`src/core/psc_pkg.sv`:
```
// Package for the pin strap configuration decoder: pin levels, modes and bundles
package psc_pkg;

	// ********************************
	// Resolved three-level pin state
	// ********************************
	typedef enum logic [1:0] {
		PSC_LVL_LOW = 2'h0,
		PSC_LVL_HIGH = 2'h1,
		PSC_LVL_OPEN = 2'h2
	} psc_level_t;

	// Buffer signalling types, shared by inputs and outputs
	typedef enum logic [1:0] {
		PSC_IO_LVDS = 2'h0,
		PSC_IO_HCSL = 2'h1,
		PSC_IO_LVCMOS = 2'h2
	} psc_iotype_t;

	typedef enum logic [1:0] {
		PSC_EDGE_SLOW = 2'h0,
		PSC_EDGE_MEDIUM = 2'h1,
		PSC_EDGE_FAST = 2'h2
	} psc_edge_t;

	// Divider on the secondary clock input
	typedef enum logic [1:0] {
		PSC_DIV_1 = 2'h0,
		PSC_DIV_2 = 2'h1,
		PSC_DIV_4 = 2'h2
	} psc_div_t;

	// Input multiplexer mode
	typedef enum logic [1:0] {
		PSC_SEL_PRIMARY = 2'h0,
		PSC_SEL_SECONDARY = 2'h1,
		PSC_SEL_AUTO = 2'h2
	} psc_sel_t;

	// Loader sequence, Gray coded along the path
	typedef enum logic [1:0] {
		PSC_ST_RESET = 2'h0,
		PSC_ST_SAMPLE = 2'h1,
		PSC_ST_RUN = 2'h3
	} psc_state_t;

	// Drive strength code, one per output type and edge rate
	localparam int PSC_DRIVE_W = 4;
	localparam logic [PSC_DRIVE_W-1:0] PSC_DRIVE_RST = 4'h0;
	localparam int PSC_SYNC_STAGES = 2;
	localparam logic [1:0] PSC_DIV1_CODE = 2'h0;

	// Tri-level pin as sensed: value seen under the pull-up probe plus value seen under the pull-down probe
	typedef struct packed {
		logic pull_up_val;
		logic pull_down_val;
	} psc_pin_t;

	// Latched power-up configuration
	typedef struct packed {
		psc_iotype_t out_type;
		psc_edge_t edge_rate;
		psc_iotype_t in_type;
		psc_div_t div;
		logic [PSC_DRIVE_W-1:0] drive;
	} psc_cfg_t;

	localparam psc_cfg_t PSC_CFG_RST = '{PSC_IO_LVCMOS, PSC_EDGE_FAST, PSC_IO_LVCMOS, PSC_DIV_1, PSC_DRIVE_RST};

endpackage

```
`src/core/psc_decoder.sv`:
```
// Pin strap configuration decoder: power-up straps and continuously sampled pins
`timescale 1ns/100ps

module psc_decoder
	import psc_pkg::*;
#(
	parameter int NUM_OUTPUTS = 8
) (
	// Clock and power-on reset
	input wire logic clk,
	input wire logic rst,
	// Power-up straps, each sensed with pull-up and pull-down probes
	input wire psc_pin_t output_type_strap,
	input wire psc_pin_t edge_rate_strap,
	input wire psc_pin_t input_type_strap,
	input wire psc_pin_t divide_strap,
	// Continuously sampled pins
	input wire psc_pin_t input_select_pin,
	input wire psc_pin_t output_enable_pin,
	// Decoded configuration
	output psc_cfg_t cfg,
	output logic cfg_valid,
	output logic [NUM_OUTPUTS-1:0] out_enable,
	output logic primary_clock_input_on,
	output logic secondary_clock_input_on,
	output psc_sel_t input_select_mode,
	output logic oe_pin_fault
);

	// ********************************
	// Three-level resolution
	// ********************************

	function automatic psc_level_t resolve(input psc_pin_t p);
		if (p.pull_up_val && p.pull_down_val) begin
			return PSC_LVL_HIGH;
		end else if (!p.pull_up_val && !p.pull_down_val) begin
			return PSC_LVL_LOW;
		end else begin
			// Follows whichever pull it sees: nothing drives it
			return PSC_LVL_OPEN;
		end
	endfunction

	// Shared decode for output and input types
	function automatic psc_iotype_t type_of(input psc_level_t l);
		case (l)
			PSC_LVL_LOW: return PSC_IO_LVDS;
			PSC_LVL_HIGH: return PSC_IO_HCSL;
			default: return PSC_IO_LVCMOS;
		endcase
	endfunction

	function automatic logic [PSC_DRIVE_W-1:0] drive_of(input psc_iotype_t t, input psc_edge_t e);
		return {t, e};
	endfunction

	// ********************************
	// Power-up capture
	// ********************************
	psc_state_t state_r;
	psc_cfg_t cfg_r;
	psc_level_t ot_lvl, er_lvl, it_lvl, dv_lvl;
	psc_iotype_t ot_dec;
	psc_edge_t er_dec;
	psc_div_t dv_dec;

	assign ot_lvl = resolve(output_type_strap);
	assign er_lvl = resolve(edge_rate_strap);
	assign it_lvl = resolve(input_type_strap);
	assign dv_lvl = resolve(divide_strap);

	assign ot_dec = type_of(ot_lvl);

	always_comb begin
		case (er_lvl)
			PSC_LVL_LOW: er_dec = PSC_EDGE_SLOW;
			PSC_LVL_HIGH: er_dec = PSC_EDGE_MEDIUM;
			default: er_dec = PSC_EDGE_FAST;
		endcase
	end

	always_comb begin
		case (dv_lvl)
			PSC_LVL_LOW: dv_dec = PSC_DIV_2;
			PSC_LVL_HIGH: dv_dec = PSC_DIV_4;
			default: dv_dec = PSC_DIV_1;
		endcase
	end

	// Sequence: one settle cycle after reset release, then sample once
	always_ff @(posedge clk or posedge rst) begin
		if (rst) begin
			state_r <= PSC_ST_RESET;
		end else begin
			case (state_r)
				PSC_ST_RESET: state_r <= PSC_ST_SAMPLE;
				PSC_ST_SAMPLE: state_r <= PSC_ST_RUN;
				PSC_ST_RUN: state_r <= PSC_ST_RUN;
				default: state_r <= PSC_ST_RESET;
			endcase
		end
	end

	// latched until reset
	// Straps are taken by a clock edge after release, never under reset
	always_ff @(posedge clk or posedge rst) begin
		if (rst) begin
			cfg_r <= PSC_CFG_RST;
		end else if (state_r == PSC_ST_SAMPLE) begin
			cfg_r.out_type <= ot_dec;
			cfg_r.edge_rate <= er_dec;
			cfg_r.in_type <= type_of(it_lvl);
			cfg_r.div <= dv_dec;
			cfg_r.drive <= drive_of(ot_dec, er_dec);
		end
	end

	assign cfg = cfg_r;
	assign cfg_valid = (state_r == PSC_ST_RUN);

	// ********************************
	// Live pins
	// ********************************
	// Select syncs reset to the open pattern, so the mode stays auto after release instead of
	// flashing primary-only for two cycles before the real pin level arrives
	localparam logic [1:0] SEL_SYNC_RST = 2'h2;
	logic [1:0] sel_s1_r, sel_s2_r, oe_s1_r, oe_s2_r;
	psc_level_t sel_lvl, oe_lvl;
	psc_sel_t sel_r;
	logic oe_r, oe_fault_r;

	always_ff @(posedge clk or posedge rst) begin
		if (rst) begin
			sel_s1_r <= SEL_SYNC_RST;
			sel_s2_r <= SEL_SYNC_RST;
			oe_s1_r <= 2'h0;
			oe_s2_r <= 2'h0;
		end else begin
			sel_s1_r <= input_select_pin;
			sel_s2_r <= sel_s1_r;
			oe_s1_r <= output_enable_pin;
			oe_s2_r <= oe_s1_r;
		end
	end

	assign sel_lvl = resolve(sel_s2_r);
	assign oe_lvl = resolve(oe_s2_r);

	always_ff @(posedge clk or posedge rst) begin
		if (rst) begin
			sel_r <= PSC_SEL_AUTO;
		end else begin
			case (sel_lvl)
				PSC_LVL_LOW: sel_r <= PSC_SEL_PRIMARY;
				PSC_LVL_HIGH: sel_r <= PSC_SEL_SECONDARY;
				default: sel_r <= PSC_SEL_AUTO;
			endcase
		end
	end

	// open held disabled
	// An open pin is reserved; outputs stay off and a fault is flagged
	always_ff @(posedge clk or posedge rst) begin
		if (rst) begin
			oe_r <= 1'b0;
			oe_fault_r <= 1'b0;
		end else begin
			oe_r <= (oe_lvl == PSC_LVL_HIGH) && (state_r == PSC_ST_RUN);
			oe_fault_r <= (oe_lvl == PSC_LVL_OPEN);
		end
	end

	// Per-output enables, one copy per clock output
	genvar gi;
	generate
		for (gi = 0; gi < NUM_OUTPUTS; gi++) begin : g_oe
			assign out_enable[gi] = oe_r;
		end
	endgenerate

	assign input_select_mode = sel_r;
	assign primary_clock_input_on = (sel_r != PSC_SEL_SECONDARY);
	assign secondary_clock_input_on = (sel_r != PSC_SEL_PRIMARY);
	assign oe_pin_fault = oe_fault_r;

	// ********************************
	// Checks
	// ********************************

	chk_strap_hold: assert property (@(posedge clk) disable iff (rst)
		(state_r == PSC_ST_RUN) |=> $stable(cfg_r)) else $error("configuration changed after capture");

	chk_capture_type: assert property (@(posedge clk) disable iff (rst)
		(state_r == PSC_ST_SAMPLE) |=> (cfg_r.out_type == $past(ot_dec))) else $error("output type not captured");

	chk_edge_slow: assert property (@(posedge clk) disable iff (rst)
		(state_r == PSC_ST_SAMPLE && er_lvl == PSC_LVL_LOW) |=> (cfg_r.edge_rate == PSC_EDGE_SLOW))
		else $error("low edge strap not slow");

	chk_div_open: assert property (@(posedge clk) disable iff (rst)
		(state_r == PSC_ST_SAMPLE && dv_lvl == PSC_LVL_OPEN) |=> (cfg_r.div == PSC_DIV_1))
		else $error("open divider strap not divide by one");

	chk_intype_high: assert property (@(posedge clk) disable iff (rst)
		(state_r == PSC_ST_SAMPLE && it_lvl == PSC_LVL_HIGH) |=> (cfg_r.in_type == PSC_IO_HCSL))
		else $error("high input strap not HCSL");

	chk_oe_low_off: assert property (@(posedge clk) disable iff (rst)
		(output_enable_pin == 2'h0) [*3] |=> (out_enable == '0)) else $error("outputs on while enable low");

	chk_oe_high_on: assert property (@(posedge clk) disable iff (rst)
		(cfg_valid && output_enable_pin == 2'h3) [*4] |-> (out_enable == '1)) else $error("outputs off while enable high");

	chk_sel_primary: assert property (@(posedge clk) disable iff (rst)
		(input_select_pin == 2'h0) [*4] |-> (primary_clock_input_on && !secondary_clock_input_on))
		else $error("low select did not pick primary only");

	chk_drive_pair: assert property (@(posedge clk) disable iff (rst)
		cfg_valid |-> (cfg_r.drive == {cfg_r.out_type, cfg_r.edge_rate})) else $error("drive code mismatch");

	chk_level_open: assert property (@(posedge clk) disable iff (rst)
		(oe_s2_r == 2'h2) |=> oe_pin_fault) else $error("open level not resolved");

	chk_valid_time: assert property (@(posedge clk) disable iff (rst)
		$rose(cfg_valid) |-> $past(state_r == PSC_ST_SAMPLE)) else $error("valid without capture");

endmodule

```
`config.mk`:
```
export PLATFORM = sky130hd
export DESIGN_NAME = psc_decoder
export DESIGN_NICKNAME = d
export VERILOG_FILES = /design/src/core/psc_pkg.sv /design/src/core/psc_decoder.sv
export SDC_FILE = /design/constraint.sdc
export NUM_CORES = 1
export LEC_CHECK = 0
export BUFFER_PORTS_ARGS = -buffer_cell sky130_fd_sc_hd__buf_2
export CORE_UTILIZATION = 44
export CTS_BUF_LIST = sky130_fd_sc_hd__clkbuf_8
export CTS_CLUSTER_SIZE = 30
export DETAILED_ROUTE_END_ITERATION = 10
export PLACE_DENSITY = 0.84
export SLEW_MARGIN = 30
export SYNTH_ARGS = -nofsm -noshare
export SYNTH_HDL_FRONTEND = slang
export SYNTH_SLANG_ARGS = --single-unit
export TNS_END_PERCENT = 100
```
`constraint.sdc`:
```
create_clock -name clk -period 1.1 [get_ports clk]
set_input_delay 0.055 -clock clk [delete_from_list [all_inputs] [get_ports clk]]
set_output_delay 0.055 -clock clk [all_outputs]
set_load 0.01 [all_outputs]
```
==> reports/summary.txt, run 1 <==
Ys Warns: 0
min cycle time layout: 1.14 ns
total wire length: 1.60 mm
CTS tree: built
DRT antenna net count: 0
CORE AREA: 2000 um^2
mapped cell area: 962 um^2
largest net degree at the start of global routing: 25
Design Area, Final: 1310 um^2
CP endpoint kind: register
Nets: 123
Compound-Gate Fraction of Synth Area: 0%
kind of critical path: register to register
VDD IR max: 1.10 mV
n_diodes: 0
synth unique cells: 16
met2 WL: 856 um
Synth Area in XOR/XNOR: 0%
Mapped Nets: 80
top-count cell post-synth: dfrtp_1
internal power: 1.57 mW
Critical Path Start Type: register
Worst Path Required: 1.25 ns
DRT iter0 DRCs: 2
grt total ovfl: 0
PortBufs: 39
P_leak: 0.713 nW
Initial Utilization: 48.1%
main flop type after synthesis: dfrtp_1
crit path DAT: 1.29 ns
final setup fails: 7
commonest cells in the netlist: dfrtp_1, buf_4, mux2_4, dfstp_2, ha_1
row count: 16
Worst Tran Pin Value: 0.287 ns
post-synth top area cell: dfrtp_1
H-tree depth: 1
vias in the first global route: 567
area growth from synthesis to layout: 36.5%
CP bufs+invs: 1
# DRC: 0
post-synthesis cell count: 61
area share of the largest cell type after synthesis: 46.8%
met1 WL: 642 um
Largest stage delay, worst path: 0.38 ns
final hold violation count: 0
PnR Total Power: 1.97 mW
IO Count: 40
DR vias: 588
first-pass GRT wire length: 2.47 mm
Place WS: -0.0131 ns
clock sink count: 24
slowest cell on the critical path: dfrtp_1
Hold Crit Class: input port to register
antenna violations before repair: 0
Avg Inst Size Synth: 15.8 um^2
placed cell areas: 1140 um^2
Tcrit/Tclk final: 104%
TritonRoute pass-1 iters: 2
final slew viol count: 0
CTS Buf Count: 3
drt wl/cell: 12.3 um
RSZ-0062 raised after global routing: yes
area share of and/or/nand/nor cells after synthesis: 5.07%
PD cells: 1500 nW/um^2
Cell Chain, Critical Path: nand2b_1, buf_12, mux2_4
failing checks: setup timing
DIE AREA: 2380 um^2
chip height: 48.8 um
Clk Latency, worst-skew pair: 0.26 ns
Total GRT Usage: 14.1%
Switching Power: 397 uW
DP HPWL: 1.06 mm
Switching Share: 20.2%
clk buf depth: 2
DR vias/cell: 4.52
clock slew at reported path FFs: 0.08 ns
DR top layer: met4
Post-Synth Adder-Cell Area: 6.50%
Max-Cap Viols: 0
mux contribution to synthesized area: 15.1%
Final Worst Setup Slack: -0.0403 ns
Seq pwr share: 49.8%
ys async rst share: 100%
met3 wire length: 60 um
Post-synth EDFFs: 0
Max FO, Critical Path: 10
fmax: 877 MHz
Clk network pwr share: 38.1%
outcome: finished, violations left
Gate power share: 12.2%
root buffer cell: clkbuf_8
share of post-route cells with drive strength above 1: 66.0%
Final GP Congestion: 0.642
largest family of logic cells by synthesized area: multiplexers
Seq/Total Area, Yosys: 63.2%
Die Wd: 48.8 um
Synth area leaders: dfrtp_1, dfstp_2, mux2_4
Min Hold Slack: 0.0417 ns
Max-slew headroom: 80.9%
CP top delay family: flip-flops
Yosys reg bits: 24
clock skew: 0.00137 ns
[through the flow]
step	util, %	cells	TNS, ns
2_1_floorplan	-	61	0
3_3_place_gp	57.1	119	0
3_5_place_dp	57.1	119	-0.0336
4_1_cts	64.9	130	-0.106
5_1_grt	65.6	130	-0.411
6_report	65.6	130	-0.220
[power groups by stage]
stage | Combinational [mW] | Clock [mW] | Sequential [mW]
after global routing | 0.260 | 0.803 | 0.986
after floorplan | 0.114 | 0 | 1.01
after detailed placement | 0.209 | 0 | 0.994
final | 0.240 | 0.749 | 0.979
after CTS | 0.235 | 0.759 | 0.978
after global placement | 0.200 | 0 | 0.990
[layer usage]
layer,vias up,track usage [%]
met1,287,15.4
met3,4,1.89
li1,269,-
met2,28,25.0
met5,-,0
met4,0,9.80
[layout by cell type, fill, tap and decap left out, types with 2 or more instances in the layout]
master and instances:
dlygate4sd3_1 5, buf_4 4, dfstp_2 6, buf_2 36, clkbuf_8 3, inv_1 2, mux2_4 9, dfrtp_1 18
ha_1 5, buf_6 4
[worst paths after layout]
check | from | endpoint | slack (ns) | cells after the start
worst max-delay path | state_r[1] | cfg[3] | -0.04 | 3
worst min-delay path | divide_strap[0] | cfg[5] | 0.04 | 3
worst max register to register | state_r[1] | cfg[3] | -0.04 | 3
worst min register to register | oe_s1_r[1] | oe_s2_r[1] | 0.36 | 0
max in group asynchronous | rst | input_select_mode[1] | 0.45 | 4
min in group asynchronous | rst | cfg[8] | 0.38 | 4
[flip-flops by register name, indices dropped and copies added, names as in the netlist]
register           flops
cfg                   10
input_select_mode      2
oe_s1_r                2
oe_s2_r                2
sel_s1_r               2
sel_s2_r               2
state_r                2
oe_pin_fault           1
oe_r                   1
[kinds of logic after synthesis]
logic type               count (synthesis)
buffers and inverters                   14
flip-flops                              24
adder cells (fa/ha/maj)                  5
AND/OR/NAND/NOR                          8
multiplexers                            10
[final cells by class]
| type | instances | area [um^2] |
|---|---|---|
| clock buffers | 3 | 41.3 |
| clock inverters | 1 | 30.0 |
| fillers | 147 | 688 |
| inverters | 2 | 7.51 |
| multi-input cells | 23 | 268 |
| flip-flops and latches | 24 | 608 |
| well taps | 27 | 33.8 |
| repair buffers | 50 | 325 |
[what timing repair did]
item | CTS | global route
gates resized for setup | 5 | 2
hold buffers | 5 | 0
pin swaps | 1 | 0
setup buffers | 2 | 0
endpoints found under the hold margin | 22 | 0
setup endpoints to repair | 8 | 11
[worst register-to-register path, cell delays in order, from the launching register on]
cell and delay, ns:
dfrtp_1 0.38, nand2b_1 0.18, buf_12 0.17, mux2_4 0.30
Note: power is estimated with default switching activity, not from simulation.
==> inputs of run 2 (changes only) <==
Settings changed: RECOVER_POWER from default to 100.
==> run 2 against run 1 <==
Net effect: the run still ends with setup timing left; routed wire length rose by 1.8%; sequential cell count unchanged; register-to-register slack is essentially flat; setup slack barely moved; critical path depth unchanged; highest routed layer unchanged.
==> reports/summary.txt, run 2 (same netlist as run 1, synthesis figures left out) <==
n_diodes: 0 (unchanged)
area growth from synthesis to layout: 32.8%
TritonRoute pass-1 iters: 3 (+1)
first-pass GRT wire length: 2.47 mm (unchanged)
fmax: 877 MHz (about the same)
slowest cell on the critical path: dfrtp_1
drt wl/cell: 12.5 um (+1.8%)
CTS Buf Count: 3 (unchanged)
Worst Tran Pin Value: 0.557 ns (+0.270 ns)
VDD IR max: 1.10 mV (about the same)
Max FO, Critical Path: 10 (unchanged)
final slew viol count: 0 (unchanged)
DP HPWL: 1.06 mm (unchanged)
vias in the first global route: 567 (unchanged)
Worst Path Required: 1.25 ns (about the same)
Initial Utilization: 48.1% (unchanged)
Nets: 123 (unchanged)
PD cells: 1530 nW/um^2 (+2.1%)
CTS tree: built
P_leak: 0.635 nW (-11%)
hold wc startpoint: divide_strap[0]
fin util: 63.8% (-1.8 points)
PortBufs: 39 (unchanged)
CP endpoint kind: register
kind of critical path: register to register
Max-slew headroom: 62.9% (-18 points)
Clk network pwr share: 38.4% (+0.3 points)
Final GP Congestion: 0.642 (unchanged)
Switching Power: 401 uW (+1.0%)
Tcrit/Tclk final: 104% (about the same)
Critical Path Start Type: register
final setup fails: 7 (unchanged)
outcome: finished, violations left
DR vias/cell: 4.43 (-2.0%)
Cell Chain, Critical Path: nand2b_1, buf_12, mux2_4
Post-Layout Cell Count: 130 (unchanged)
H-tree depth: 1 (unchanged)
clk buf depth: 2 (unchanged)
share of post-route cells with drive strength above 1: 42.7% (-23 points)
DR vias: 576 (-2.0%)
crit path DAT: 1.29 ns (about the same)
Switching Share: 20.5% (+0.35 points)
Total GRT Usage: 14.1% (unchanged)
Largest register FFs: 10 (unchanged)
chip height: 48.8 um (unchanged)
row count: 16 (unchanged)
Filler cells: 159 (+8.2%)
Total Neg Setup Slack: -0.222 ns (-0.00132 ns)
Max-Cap Viols: 0 (unchanged)
Clk Latency, worst-skew pair: 0.26 ns (about the same)
Place WS: -0.0131 ns (unchanged)
largest net degree at the start of global routing: 25 (unchanged)
CORE AREA: 2000 um^2 (unchanged)
Seq pwr share: 50.1% (+0.3 points)
# DRC: 0 (unchanged)
IO Count: 40 (unchanged)
failing checks: setup timing
DRT iter0 DRCs: 4 (+2)
Die Wd: 48.8 um (unchanged)
most frequent cells in the layout: clkbuf_1, dfrtp_1, buf_2
min cycle time layout: 1.14 ns (+0.000402 ns)
antenna violations before repair: 0 (unchanged)
clock slew at reported path FFs: 0.08 ns (about the same)
CP bufs+invs: 1 (unchanged)
worst setup path startpoint: state_r[1]
DRT antenna net count: 0 (unchanged)
Hold Crit Class: input port to register
Largest stage delay, worst path: 0.38 ns (about the same)
Gate power share: 11.5% (-0.7 points)
most common cell after layout, fill and taps aside: clkbuf_1
final hold violation count: 0 (unchanged)
clock sink count: 24 (unchanged)
RSZ-0062 raised after global routing: yes
Inst Count DP: 119 (unchanged)
RR Startpoint: state_r[1]
root buffer cell: clkbuf_8
sequential cell area: 608 um^2 (unchanged)
Final Worst Setup Slack: -0.0407 ns (-0.000402 ns)
multi-input combinational cell area: 268 um^2 (unchanged)
internal power: 1.55 mW (-1.1%)
CP top delay family: flip-flops
grt total ovfl: 0 (unchanged)
clock skew: 0.00143 ns (+0.0000611 ns)
total wire length: 1.63 mm (+1.8%)
DIE AREA: 2380 um^2 (unchanged)
-- run 2: cell count changes in the layout (fill, tap and decap cells not counted) --
cell,previous run,this run
buf_4,4,1
clkbuf_2,0,1
dfstp_1,0,1
clkbuf_1,0,23
dfstp_2,6,5
buf_2,36,15
-- run 2: final cells by class --
cell class                 instances  area share, %
clock buffer                       3           3.23
clock inverter                     1           2.35
inverter                           2          0.588
multi-input combinational         23           21.0
sequential                        24           47.6
tap                               27           2.64
timing repair buffer              50           22.6
-- run 2: power by group through the flow --
stage	sequential, mW	combinational, mW	clock [mW]
3_5_place_dp	0.994	0.209	0
5_1_grt	0.986	0.243	0.803
2_1_floorplan	1.01	0.114	0
4_1_cts	0.978	0.235	0.759
6_report	0.979	0.224	0.751
3_3_place_gp	0.990	0.200	0
-- run 2: worst register-to-register path, stage by stage (launching register included) --
cell      delay, ns
dfrtp_1        0.38
nand2b_1       0.18
buf_12         0.17
mux2_4         0.30
-- run 2: final timing paths --
| check | cells after the start | slack [ns] | endpoint |
|---|---|---|---|
| max reg2reg | 3 | -0.04 | cfg[1] |
| min | 3 | 0.04 | cfg[5] |
| min reg2reg | 0 | 0.36 | oe_s2_r[1] |
| max | 3 | -0.04 | cfg[1] |
| max in group asynchronous | 4 | 0.25 | sel_s2_r[1] |
| min in group asynchronous | 4 | 0.47 | cfg[6] |
-- run 2: metal layers --
metal	GRT usage [%]	share of wire (%)	vias to the layer above	routed length, um
met4	9.80	1.2	0	20
li1	-	-	269	-
met1	15.4	40	279	658
met3	1.89	3.9	2	64
met5	0	0	-	0
met2	25.0	54	26	885
-- run 2: what timing repair did --
action,4_1_cts,5_1_grt
gates cloned,0,0
setup endpoints to repair,8,11
hold buffers,5,0
gates resized for setup,5,2
endpoints found under the hold margin,22,0
pin swaps,1,0
setup buffers,2,0
-- run 2: per-stage QoR --
stage          hold WS (ns)  power, mW  instance area (um^2)
2_1_floorplan        0.0595       1.12                   962
3_3_place_gp         0.0981       1.19                  1140
3_5_place_dp          0.108       1.20                  1140
4_1_cts              0.0434       1.97                  1300
5_1_grt              0.0581       2.03                  1280
6_report             0.0423       1.95                  1280
